===== src/rtl/sms_pkg.sv =====
// package of constants for the store multiple and single execution block
package sms_pkg;
  // apb register byte offsets
  localparam logic [7:0] SMS_CTRL_OFS = 8'h00;
  localparam logic [7:0] SMS_STAT_OFS = 8'h04;
  localparam logic [7:0] SMS_EXEC_OFS = 8'h08;
  localparam logic [7:0] SMS_SKIP_OFS = 8'h0c;
  localparam logic [7:0] SMS_ADDR_OFS = 8'h10;
  // control fields and reset value
  localparam int SMS_CTRL_EN_BIT = 0;
  localparam int SMS_CTRL_CLR_BIT = 1;
  localparam logic SMS_CTRL_EN_RST = 1'b1;
  // instruction field positions
  localparam int SMS_COND_HI = 31;
  localparam int SMS_COND_LO = 28;
  localparam int SMS_MULT_BIT = 27;
  localparam int SMS_REGOFS_BIT = 25;
  localparam int SMS_PRE_BIT = 24;
  localparam int SMS_UP_BIT = 23;
  localparam int SMS_BYTE_USER_BIT = 22;
  localparam int SMS_WB_BIT = 21;
  localparam int SMS_BASE_HI = 19;
  localparam int SMS_BASE_LO = 16;
  localparam int SMS_SRC_HI = 15;
  localparam int SMS_SRC_LO = 12;
  localparam int SMS_IMM_HI = 11;
  localparam int SMS_SHAMT_HI = 11;
  localparam int SMS_SHAMT_LO = 7;
  localparam int SMS_SHTYP_HI = 6;
  localparam int SMS_SHTYP_LO = 5;
  localparam int SMS_RM_HI = 3;
  // status word layout: flags on top, mode in low bits
  localparam int SMS_FLAG_N = 31;
  localparam int SMS_FLAG_Z = 30;
  localparam int SMS_FLAG_C = 29;
  localparam int SMS_FLAG_V = 28;
  localparam logic [1:0] SMS_MODE_USER = 2'h0;
  localparam logic [31:0] SMS_PC_MASK = 32'h03fffffc;
  // program counter advance and word step
  localparam logic [31:0] SMS_PC_STORE_ADV = 32'h0000000c;
  localparam logic [31:0] SMS_PC_READ_ADV = 32'h00000008;
  localparam logic [31:0] SMS_WORD_STEP = 32'h00000004;
  localparam logic [3:0] SMS_PC_INDEX = 4'hf;
  // shift type codes
  localparam logic [1:0] SMS_SH_LSL = 2'h0;
  localparam logic [1:0] SMS_SH_LSR = 2'h1;
  localparam logic [1:0] SMS_SH_ASR = 2'h2;
  localparam logic [1:0] SMS_SH_ROR = 2'h3;
  // execution states
  typedef enum logic [2:0] {
    SMS_IDLE, SMS_BASE, SMS_OFFS, SMS_DATA, SMS_MEM, SMS_WBACK
  } sms_state_t;
endpackage


===== src/rtl/sms_store_unit.sv =====
// store multiple and store single execution unit with apb status registers
`timescale 1ns/1ps
module sms_store_unit
  import sms_pkg::*;
(
  // clock and reset
  input wire logic mclk,
  input wire logic rst,
  // instruction issue from the core
  input wire logic iss_valid,
  output logic iss_ready,
  input wire logic [31:0] iss_instr,
  input wire logic [31:0] iss_pc,
  input wire logic [31:0] iss_psr,
  output logic iss_done,
  // register file read port, combinational data
  output logic [3:0] rf_rd_addr,
  output logic rf_rd_user,
  input wire logic [31:0] rf_rd_data,
  // register file write port for the base
  output logic rf_wr_en,
  output logic [3:0] rf_wr_addr,
  output logic [31:0] rf_wr_data,
  // memory write port
  output logic mem_req,
  output logic [31:0] mem_addr,
  output logic [31:0] mem_wdata,
  output logic [3:0] mem_be,
  input wire logic mem_ack,
  // apb slave
  input wire logic psel,
  input wire logic penable,
  input wire logic pwrite,
  input wire logic [7:0] paddr,
  input wire logic [31:0] pwdata,
  output logic [31:0] prdata,
  output logic pready,
  output logic pslverr
);
  import sms_pkg::*;

  // condition test against the flags
  function automatic logic cond_ok(input logic [3:0] c, input logic [31:0] p);
    logic n;
    logic z;
    logic cf;
    logic v;
    logic r;
    n = p[SMS_FLAG_N];
    z = p[SMS_FLAG_Z];
    cf = p[SMS_FLAG_C];
    v = p[SMS_FLAG_V];
    case (c[3:1])
      3'h0: r = z;
      3'h1: r = cf;
      3'h2: r = n;
      3'h3: r = v;
      3'h4: r = cf & ~z;
      3'h5: r = (n == v);
      3'h6: r = ~z & (n == v);
      default: r = 1'b1;
    endcase
    if (c == 4'hf) begin
      cond_ok = 1'b0;
    end else begin
      cond_ok = c[0] ? ~r : r;
    end
  endfunction

  // index of the lowest set bit of the mask
  function automatic logic [3:0] lowest_idx(input logic [15:0] m);
    lowest_idx = 4'h0;
    for (int i = 15; i >= 0; i--) begin
      if (m[i]) begin
        lowest_idx = 4'(i);
      end
    end
  endfunction

  // number of set bits, scaled to a byte length
  function automatic logic [31:0] block_bytes(input logic [15:0] m);
    logic [4:0] cnt;
    cnt = 5'h0;
    for (int i = 0; i < 16; i++) begin
      cnt = cnt + 5'(m[i]);
    end
    block_bytes = {25'h0, cnt, 2'h0};
  endfunction

  // barrel shift of the offset register
  function automatic logic [31:0] shift_ofs(input logic [31:0] v, input logic [1:0] t,
                                            input logic [4:0] a, input logic cin);
    logic [63:0] rr;
    rr = {v, v} >> a;
    case (t)
      SMS_SH_LSL: shift_ofs = v << a;
      SMS_SH_LSR: shift_ofs = (a == 5'h0) ? 32'h0 : v >> a;
      SMS_SH_ASR: shift_ofs = (a == 5'h0) ? {32{v[31]}} : 32'($signed(v) >>> a);
      default: shift_ofs = (a == 5'h0) ? {cin, v[31:1]} : rr[31:0];
    endcase
  endfunction

  // state and latched instruction
  sms_state_t state_r, state_nxt;
  logic [31:0] instr_r;
  logic [31:0] pc_r;
  logic [31:0] psr_r;
  logic [31:0] base_r; // base value as read
  logic [31:0] ofs_r; // offset magnitude
  logic [31:0] addr_r; // running transfer address
  logic [15:0] left_r; // registers still to store
  // control and statistics
  logic en_r;
  logic [31:0] exec_cnt_r;
  logic [31:0] skip_cnt_r;
  logic [31:0] prdata_r;

  // decoded fields of the latched instruction
  wire is_mult = instr_r[SMS_MULT_BIT];
  wire pre_f = instr_r[SMS_PRE_BIT];
  wire up_f = instr_r[SMS_UP_BIT];
  wire bu_f = instr_r[SMS_BYTE_USER_BIT];
  wire wb_f = instr_r[SMS_WB_BIT];
  wire [3:0] base_idx = instr_r[SMS_BASE_HI:SMS_BASE_LO];
  wire [3:0] src_idx = instr_r[SMS_SRC_HI:SMS_SRC_LO];
  wire [3:0] rm_idx = instr_r[SMS_RM_HI:0];
  wire [15:0] reg_mask = instr_r[15:0];
  wire priv = psr_r[1:0] != SMS_MODE_USER;

  // issue acceptance and condition check
  wire take = iss_valid & iss_ready;
  wire pass = cond_ok(iss_instr[SMS_COND_HI:SMS_COND_LO], iss_psr);
  assign iss_ready = (state_r == SMS_IDLE) & en_r;

  // special values when the program counter is used
  wire [31:0] pc_store_val = ((pc_r + SMS_PC_STORE_ADV) & SMS_PC_MASK) | (psr_r & ~SMS_PC_MASK);
  wire [31:0] pc_base_val = (pc_r + SMS_PC_READ_ADV) & SMS_PC_MASK;
  wire [31:0] pc_rm_val = ((pc_r + SMS_PC_READ_ADV) & SMS_PC_MASK) | (psr_r & ~SMS_PC_MASK);

  // register read port selection
  wire [3:0] cur_idx = is_mult ? lowest_idx(left_r) : src_idx;
  assign rf_rd_addr = (state_r == SMS_BASE) ? base_idx :
                      (state_r == SMS_OFFS) ? rm_idx : cur_idx;
  assign rf_rd_user = is_mult & bu_f & priv & (state_r == SMS_DATA);
  wire [31:0] store_val = (cur_idx == SMS_PC_INDEX) ? pc_store_val : rf_rd_data;
  wire [31:0] base_val = (base_idx == SMS_PC_INDEX) ? pc_base_val : rf_rd_data;
  wire [31:0] rm_val = (rm_idx == SMS_PC_INDEX) ? pc_rm_val : rf_rd_data;

  // offset from a shifted register or the immediate magnitude
  wire [31:0] rm_shifted = shift_ofs(rm_val, instr_r[SMS_SHTYP_HI:SMS_SHTYP_LO],
                                     instr_r[SMS_SHAMT_HI:SMS_SHAMT_LO],
                                     psr_r[SMS_FLAG_C]);
  wire [31:0] imm_ofs = {20'h0, instr_r[SMS_IMM_HI:0]};

  // multiple store: block length and block start address
  wire [31:0] blk_len = block_bytes(reg_mask);
  wire [31:0] blk_lo = up_f ? base_val : base_val - blk_len;
  wire [31:0] mult_start = (up_f == pre_f) ? blk_lo + SMS_WORD_STEP : blk_lo;
  wire [31:0] mult_final = up_f ? base_r + blk_len : base_r - blk_len;

  // single store: adjusted base and transfer address
  wire [31:0] adj_base = up_f ? base_r + ofs_r : base_r - ofs_r;
  wire [31:0] single_addr = pre_f ? adj_base : base_r;
  wire single_wb = ~pre_f | wb_f;

  // byte lane for a byte store
  wire [3:0] byte_lane = 4'h1 << single_addr[1:0];

  // next state
  always_comb begin
    state_nxt = state_r;
    case (state_r)
      SMS_IDLE: begin
        if (take & pass) begin
          state_nxt = SMS_BASE;
        end
      end
      SMS_BASE: begin
        if (instr_r[SMS_MULT_BIT]) begin
          state_nxt = (reg_mask == 16'h0) ? SMS_WBACK : SMS_DATA;
        end else begin
          state_nxt = SMS_OFFS;
        end
      end
      SMS_OFFS: state_nxt = SMS_DATA;
      SMS_DATA: state_nxt = SMS_MEM;
      SMS_MEM: begin
        if (mem_ack) begin
          state_nxt = (is_mult && left_r != 16'h0) ? SMS_DATA : SMS_WBACK;
        end
      end
      SMS_WBACK: state_nxt = SMS_IDLE;
      default: state_nxt = SMS_IDLE;
    endcase
  end

  // state register
  always_ff @(posedge mclk) begin
    if (rst) begin
      state_r <= SMS_IDLE;
    end else begin
      state_r <= state_nxt;
    end
  end

  // latch the instruction on issue
  always_ff @(posedge mclk) begin
    if (rst) begin
      instr_r <= 32'h0;
      pc_r <= 32'h0;
      psr_r <= 32'h0;
    end else if (take) begin
      instr_r <= iss_instr;
      pc_r <= iss_pc;
      psr_r <= iss_psr;
    end
  end

  // base, offset and walking address
  always_ff @(posedge mclk) begin
    if (rst) begin
      base_r <= 32'h0;
      ofs_r <= 32'h0;
      addr_r <= 32'h0;
      left_r <= 16'h0;
    end else if (state_r == SMS_BASE) begin
      base_r <= base_val;
      addr_r <= mult_start;
      left_r <= reg_mask;
      ofs_r <= imm_ofs;
    end else if (state_r == SMS_OFFS && instr_r[SMS_REGOFS_BIT]) begin
      ofs_r <= rm_shifted;
    end else if (state_r == SMS_DATA && is_mult) begin
      left_r <= left_r & ~(16'h1 << cur_idx);
    end else if (state_r == SMS_MEM && mem_ack && is_mult) begin
      addr_r <= addr_r + SMS_WORD_STEP;
    end
  end

  // memory request, held until acknowledged
  always_ff @(posedge mclk) begin
    if (rst) begin
      mem_req <= 1'b0;
      mem_addr <= 32'h0;
      mem_wdata <= 32'h0;
      mem_be <= 4'h0;
    end else if (state_r == SMS_DATA) begin
      mem_req <= 1'b1;
      mem_addr <= is_mult ? addr_r : single_addr;
      if (!is_mult && bu_f) begin
        mem_wdata <= {4{store_val[7:0]}};
        mem_be <= byte_lane;
      end else begin
        mem_wdata <= store_val;
        mem_be <= 4'hf;
      end
    end else if (mem_ack) begin
      mem_req <= 1'b0;
    end
  end

  // base writeback and completion pulse
  always_ff @(posedge mclk) begin
    if (rst) begin
      rf_wr_en <= 1'b0;
      rf_wr_addr <= 4'h0;
      rf_wr_data <= 32'h0;
      iss_done <= 1'b0;
    end else begin
      rf_wr_en <= (state_r == SMS_WBACK) & (is_mult ? wb_f : single_wb);
      rf_wr_addr <= base_idx;
      rf_wr_data <= is_mult ? mult_final : adj_base;
      iss_done <= (state_r == SMS_WBACK) | (take & ~pass);
    end
  end

  // apb decode
  wire apb_acc = psel & penable;
  wire apb_wr = apb_acc & pwrite;
  wire hit_ctrl = paddr == SMS_CTRL_OFS;
  wire hit_any = hit_ctrl | (paddr == SMS_STAT_OFS) | (paddr == SMS_EXEC_OFS) |
                 (paddr == SMS_SKIP_OFS) | (paddr == SMS_ADDR_OFS);
  wire clr_cnt = apb_wr & hit_ctrl & pwdata[SMS_CTRL_CLR_BIT];
  assign pready = 1'b1;
  assign pslverr = apb_acc & ~hit_any;
  assign prdata = prdata_r;

  // read mux for the apb
  wire [31:0] rd_mux = hit_ctrl ? {31'h0, en_r} :
                       (paddr == SMS_STAT_OFS) ? {13'h0, left_r, state_r} :
                       (paddr == SMS_EXEC_OFS) ? exec_cnt_r :
                       (paddr == SMS_SKIP_OFS) ? skip_cnt_r :
                       (paddr == SMS_ADDR_OFS) ? mem_addr : 32'h0;

  // control register and read data
  always_ff @(posedge mclk) begin
    if (rst) begin
      en_r <= SMS_CTRL_EN_RST;
      prdata_r <= 32'h0;
    end else begin
      if (apb_wr && hit_ctrl) begin
        en_r <= pwdata[SMS_CTRL_EN_BIT];
      end
      if (psel && !penable && !pwrite) begin
        prdata_r <= rd_mux;
      end
    end
  end

  // executed and skipped instruction counters
  always_ff @(posedge mclk) begin
    if (rst) begin
      exec_cnt_r <= 32'h0;
      skip_cnt_r <= 32'h0;
    end else begin
      if (state_r == SMS_WBACK) begin
        exec_cnt_r <= exec_cnt_r + 32'h1;
      end else if (clr_cnt) begin
        exec_cnt_r <= 32'h0;
      end
      if (take && !pass) begin
        skip_cnt_r <= skip_cnt_r + 32'h1;
      end else if (clr_cnt) begin
        skip_cnt_r <= 32'h0;
      end
    end
  end
endmodule


===== config.mk =====
export PLATFORM = sky130hd
export DESIGN_NAME = sms_store_unit
export DESIGN_NICKNAME = d
export VERILOG_FILES = /design/src/rtl/sms_pkg.sv /design/src/rtl/sms_store_unit.sv
export SDC_FILE = /design/constraint.sdc
export NUM_CORES = 2
export LEC_CHECK = 0
export BUFFER_PORTS_ARGS = -buffer_cell sky130_fd_sc_hd__buf_2
export CORE_ASPECT_RATIO = 1.1
export CORE_UTILIZATION = 25
export CTS_CLUSTER_SIZE = 30
export DETAILED_ROUTE_END_ITERATION = 10
export SLEW_MARGIN = 20
export SYNTH_ARGS = -nofsm -noshare
export SYNTH_HDL_FRONTEND = slang
export SYNTH_SLANG_ARGS = --single-unit

===== constraint.sdc =====
create_clock -name mclk -period 18.2 [get_ports mclk]
set_clock_uncertainty 0.1 [all_clocks]
set_input_delay 3.64 -clock mclk [delete_from_list [all_inputs] [get_ports mclk]]
set_output_delay 3.64 -clock mclk [all_outputs]
set_load 0.01 [all_outputs]

# After elaboration in Yosys (flattened, before gate mapping)
# Index checks and enable logic that the tools add are counted.
[word_totals]
in_bits = 175
reg_bits = 405
elab_cells = 206
output_inout_bits = 147
[op_classes]
shifts = 6
eq_ne = 27
muxes = 64
bitwise = 30
addsub = 26
n_reduce_logical = 32
[op_table]
columns = ["cell", "n"]
rows = [
  ["2-to-1 mux 32 bit", 26],
  ["case mux 32 bit (3 select lines)", 1],
  ["2-to-1 mux 4 bit", 20],
  ["adder 32 x 1 -> 32 bit, second input constant", 2],
  ["adder 32 x 3 -> 32 bit, second input constant", 2],
  ["OR 26 x 32 -> 32 bit", 2],
  ["right shift 64 x 5 -> 32 bit", 1],
  ["subtractor 32 x 7 -> 32 bit", 2],
  ["adder 5 x 1 -> 5 bit", 11],
  ["adder 26 x 4 -> 26 bit, second input constant", 2],
  ["2-to-1 mux 16 bit", 3],
  ["adder 32 bit", 1],
  ["adder 32 x 7 -> 32 bit", 1],
  ["left shift 32 x 5 -> 32 bit", 1],
  ["right shift 32 x 5 -> 32 bit", 1],
  [">>> shifter 32 x 5 -> 32 bit", 1],
  ["subtractor 32 bit", 1],
  ["2-to-1 mux 12 bit", 2],
  ["bitwise AND 16 bit", 1],
  ["== test 4 bit, second input constant", 4],
  ["== test 8 x 4 -> 1 bit, second input constant", 2],
  ["zero test 16 bit", 1],
  ["NOT 16 bit", 1],
  ["nonzero test 16 bit", 1],
  ["other kinds (33)", 95],
]

# Logic depth before layout (Yosys ltp)
[depth]
depth_word = 23
ltp_mapped = 32

# Worst setup path after synthesis
# No wires, ideal clock.
[synth_timing]
path_type = "input to output"
start = "in paddr[6]"
end = "out pslverr"
path_stages = 5
t_arrival_ns = 5.302
slack_ns = 9.158
path_cell_list = "or4_1 nor3_1 clkbuf_1 buf_1 nor3_1"
[synth_via]
elab_chain_cells = 7
word_cells_on_any_way = 11
[synth_lines]
columns = ["element", "line", "source"]
rows = [
  ["start: declaration", "sms_store_unit.sv:34", "input wire logic [7:0] paddr,"],
  ["== test 8 x 3 -> 1 bit or zero test 8 bit (tied branches)", "sms_store_unit.sv:281, sms_store_unit.sv:280", ""],
  ["OR 1 bit (3 in a row)", "sms_store_unit.sv:281", "wire hit_any = hit_ctrl | (paddr == SMS_STAT_OFS) | (paddr == SMS_EXEC_OFS) |"],
  ["OR 1 bit (*)", "sms_store_unit.sv:282", "(paddr == SMS_SKIP_OFS) | (paddr == SMS_ADDR_OFS);"],
  ["NOT 1 bit (*)", "sms_store_unit.sv:285", "assign pslverr = apb_acc & ~hit_any;"],
  ["bitwise AND 1 bit (*)", "sms_store_unit.sv:285", ""],
  ["end: declaration", "sms_store_unit.sv:38", "output logic pslverr"],
]
# Every way passes the cells marked *; elsewhere a longest branch is shown, timed or not.

# Worst setup path after layout
# Same ends and word-level chain as after synthesis.

==> metrics.txt <==
Power Density=116 mW/mm²; xor and xnor area share after synthesis=0.0475; via/cell ratio=5.72; die height=364 µm; final setup fails=0; Setup CP Type=primary input to primary output; Post-CTS Resized=0; final instance area=0.0340 mm²; total grt overflow=0; CTS tree=done; area fraction in and, or, nand and nor cells after synthesis=0.237; average size of a mapped cell=7.34 µm²; P_int=2.20 mW; total wire length=140 mm; Post-synth ARST share=0; post-placement cell count=5622; IO Pins=322; Peak Freq=0.113 GHz; Synth Register Bits=377; Post-CTS Hold Buffers=0; die area=0.120 mm²; CTS max path bufs=3; fillers=12900; worst hold path type=register to register; synthesized netlist net count=4318; RePlAce Congestion=1.02; first-pass GRT wire length=202 mm; startpoint types=primary input; Pre-antenna DRT Iters=6; adder-cell share of the synthesized area=0.0431; register area share after synthesis=0.254; wire per inst=24.4 µm; unrepaired setup endpoints after global routing=false; worst skew pair latency=0.65 ns; Synth Warn #=0; slew margin rel.=0.203; largest family of logic cells by synthesized area=compound AO/OA/AOI/OAI gates; area grow syn2layout=14.6%; I/O Buffers=256; Clock Sinks=377; antenna cells=0; part of the power in registers=0.249; Synth Area in Compound Gates=0.283; Starting Density=0.252; H-tree depth=2; Syn Std Cell Area=0.0297 mm²; Final Max Slew Viols=0; initial antenna violation count=2; final hold violations=0; MaxCap Viol Count=0; VDD IR max=0.0000684 V; Clock transition at path regs=0.06 ns; Gate power share=0.483; root buffer cell=clkbuf_16; Non-Filler Instances=5710; largest net degree at the start of global routing=188; hold path depth=2; core box area=0.118 mm²; Cell variety after synth=105; post-synthesis cell count=4050; critical-path maximum fanout=33; Total GRT Usage=0.223; Worst setup EP type=primary output; Period Utilization, post-route=0.487; vias=32600; Worst R2R Path Depth=24; Sw Ratio=0.441; Net Sw Power=1.74 mW; Post-synth top flop=dfxtp_1; Lkg Pwr=12.8 nW; post-route ant nets=0; vias in the first global route=29900; # Post-CTS Setup Buffers=0; outcome=finished, final reports clean; number of flops mapped to enable cells by yosys=0; arrival time worst endpoint=5.12 ns; clock share of power=0.268; setup TNS=0 ns; Placed Area=0.0323 mm²; min cycle time layout=8.86 ns; fraction of layout cells with a size suffix above 1=0.140; DRC=0; number of clock buffers inserted by TritonCTS=47; Die Width=331 µm; multiplexer share of the synthesized area=0.0872; worst slew pin tran=1.18 ns; Critical Path RT=14.46 ns; Design Power=3.93 mW; Final #Nets=4398; Rows=132; Starting DRT DRC Count=3654; hpwl dp=106 mm
-- critical path: stages --
cell	delay, ns
buf_2	0.09
or4_1	0.57
nor3_2	0.17
buf_4	0.39
nor3_1	0.09
buf_2	0.16
-- stage by stage --
stage / util / hold WS [ns] / worst slack (ns)
final: 0.289 / 0.348 / 9.34
after global routing: 0.289 / 0.378 / 9.23
after CTS: 0.289 / 0.350 / 9.34
after detailed placement: 0.275 / 0.343 / 9.35
after global placement: 0.274 / 0.337 / 9.33
after floorplan: - / 0.336 / 9.16
-- power by group through the flow --
stage	clock, mW	sequential, mW	combinational [mW]
finish	1.05	0.979	1.90
global route	1.10	0.989	2.07
CTS	1.06	0.985	1.88
detailed placement	0	1.00	1.87
global placement	0	1.00	1.85
floorplan	0	0.958	1.32
-- cell families after synthesis --
kind of cell / Yosys count
AOI/OAI and AO/OA: 1333
xor gates and xnor gates: 161
adders and majority gates: 95
buffers and inverters: 361
DFF: 377
muxes: 194
other: 1
and+or+nand+nor: 1528
-- state kept, by name (all words and copies together), names as in the netlist, 3 cells and up --
name	count
left_r	16
exec_cnt_r	32
rf_wr_data	32
psr_r	8
addr_r	32
state_r	3
skip_cnt_r	32
prdata	32
instr_r	26
ofs_r	32
mem_be	4
mem_wdata	32
pc_r	24
base_r	32
mem_addr	32
rf_wr_addr	4
-- worst paths after layout --
check	slack, ns	startpoint	end
max	9.34	paddr[6]	pslverr
min	0.35	prdata[26]	prdata[26]
max reg2reg	9.55	instr_r[9]	rf_wr_data[31]
min reg2reg	0.35	prdata[26]	prdata[26]
-- placed cells by master, fill, tap and decap left out, types with 80 or more instances in the layout --
cell,Yosys,final
nand2_1,566,564
a21oi_1,459,459
nor2_1,439,437
dfxtp_1,377,370
o21ai_0,278,277
buf_2,16,255
mux2i_1,110,108
nand3_1,101,101
xnor2_1,93,93
nor3_1,92,87
ha_1,80,80
-- synthesized netlist by cell type (41+ instances only) --
master | number | share of area
nand2_1 | 566 | 0.072
nor2_1 | 439 | 0.055
o21ai_0 | 278 | 0.047
a21o_1 | 41 | 0.010
mux4_2 | 48 | 0.036
a211oi_1 | 80 | 0.020
nand3_1 | 101 | 0.017
xor2_1 | 68 | 0.020
dfxtp_1 | 377 | 0.25
clkbuf_1 | 217 | 0.027
ha_1 | 80 | 0.034
nor3_1 | 92 | 0.015
mux2i_1 | 110 | 0.037
o211ai_1 | 75 | 0.019
a31oi_1 | 67 | 0.014
inv_1 | 70 | 0.0088
and3_1 | 53 | 0.011
buf_1 | 42 | 0.0053
a21oi_1 | 459 | 0.077
xnor2_1 | 93 | 0.027
-- layout make-up --
| type | count | area (µm²) | share of cell area |
|---|---|---|---|
| Timing Repair Buffer | 317 | 1760 | 0.0518 |
| Clock buffer | 63 | 1350 | 0.0396 |
| Tap cell | 1541 | 1930 | 0.0566 |
| Multi-Input combinational cell | 3312 | 20800 | 0.611 |
| Inverter | 75 | 282 | 0.00827 |
| Clock inverter | 25 | 367 | 0.0108 |
| Sequential cell | 377 | 7560 | 0.222 |
-- metal layers --
layer	track usage	share of wire	up-vias
li1	-	-	15000
met3	0.0343	0.076	287
met4	0.0982	0.049	2
met2	0.374	0.47	1510
met1	0.281	0.40	15900
met5	0	0.000036	-
(Power assumes the default switching activity.)
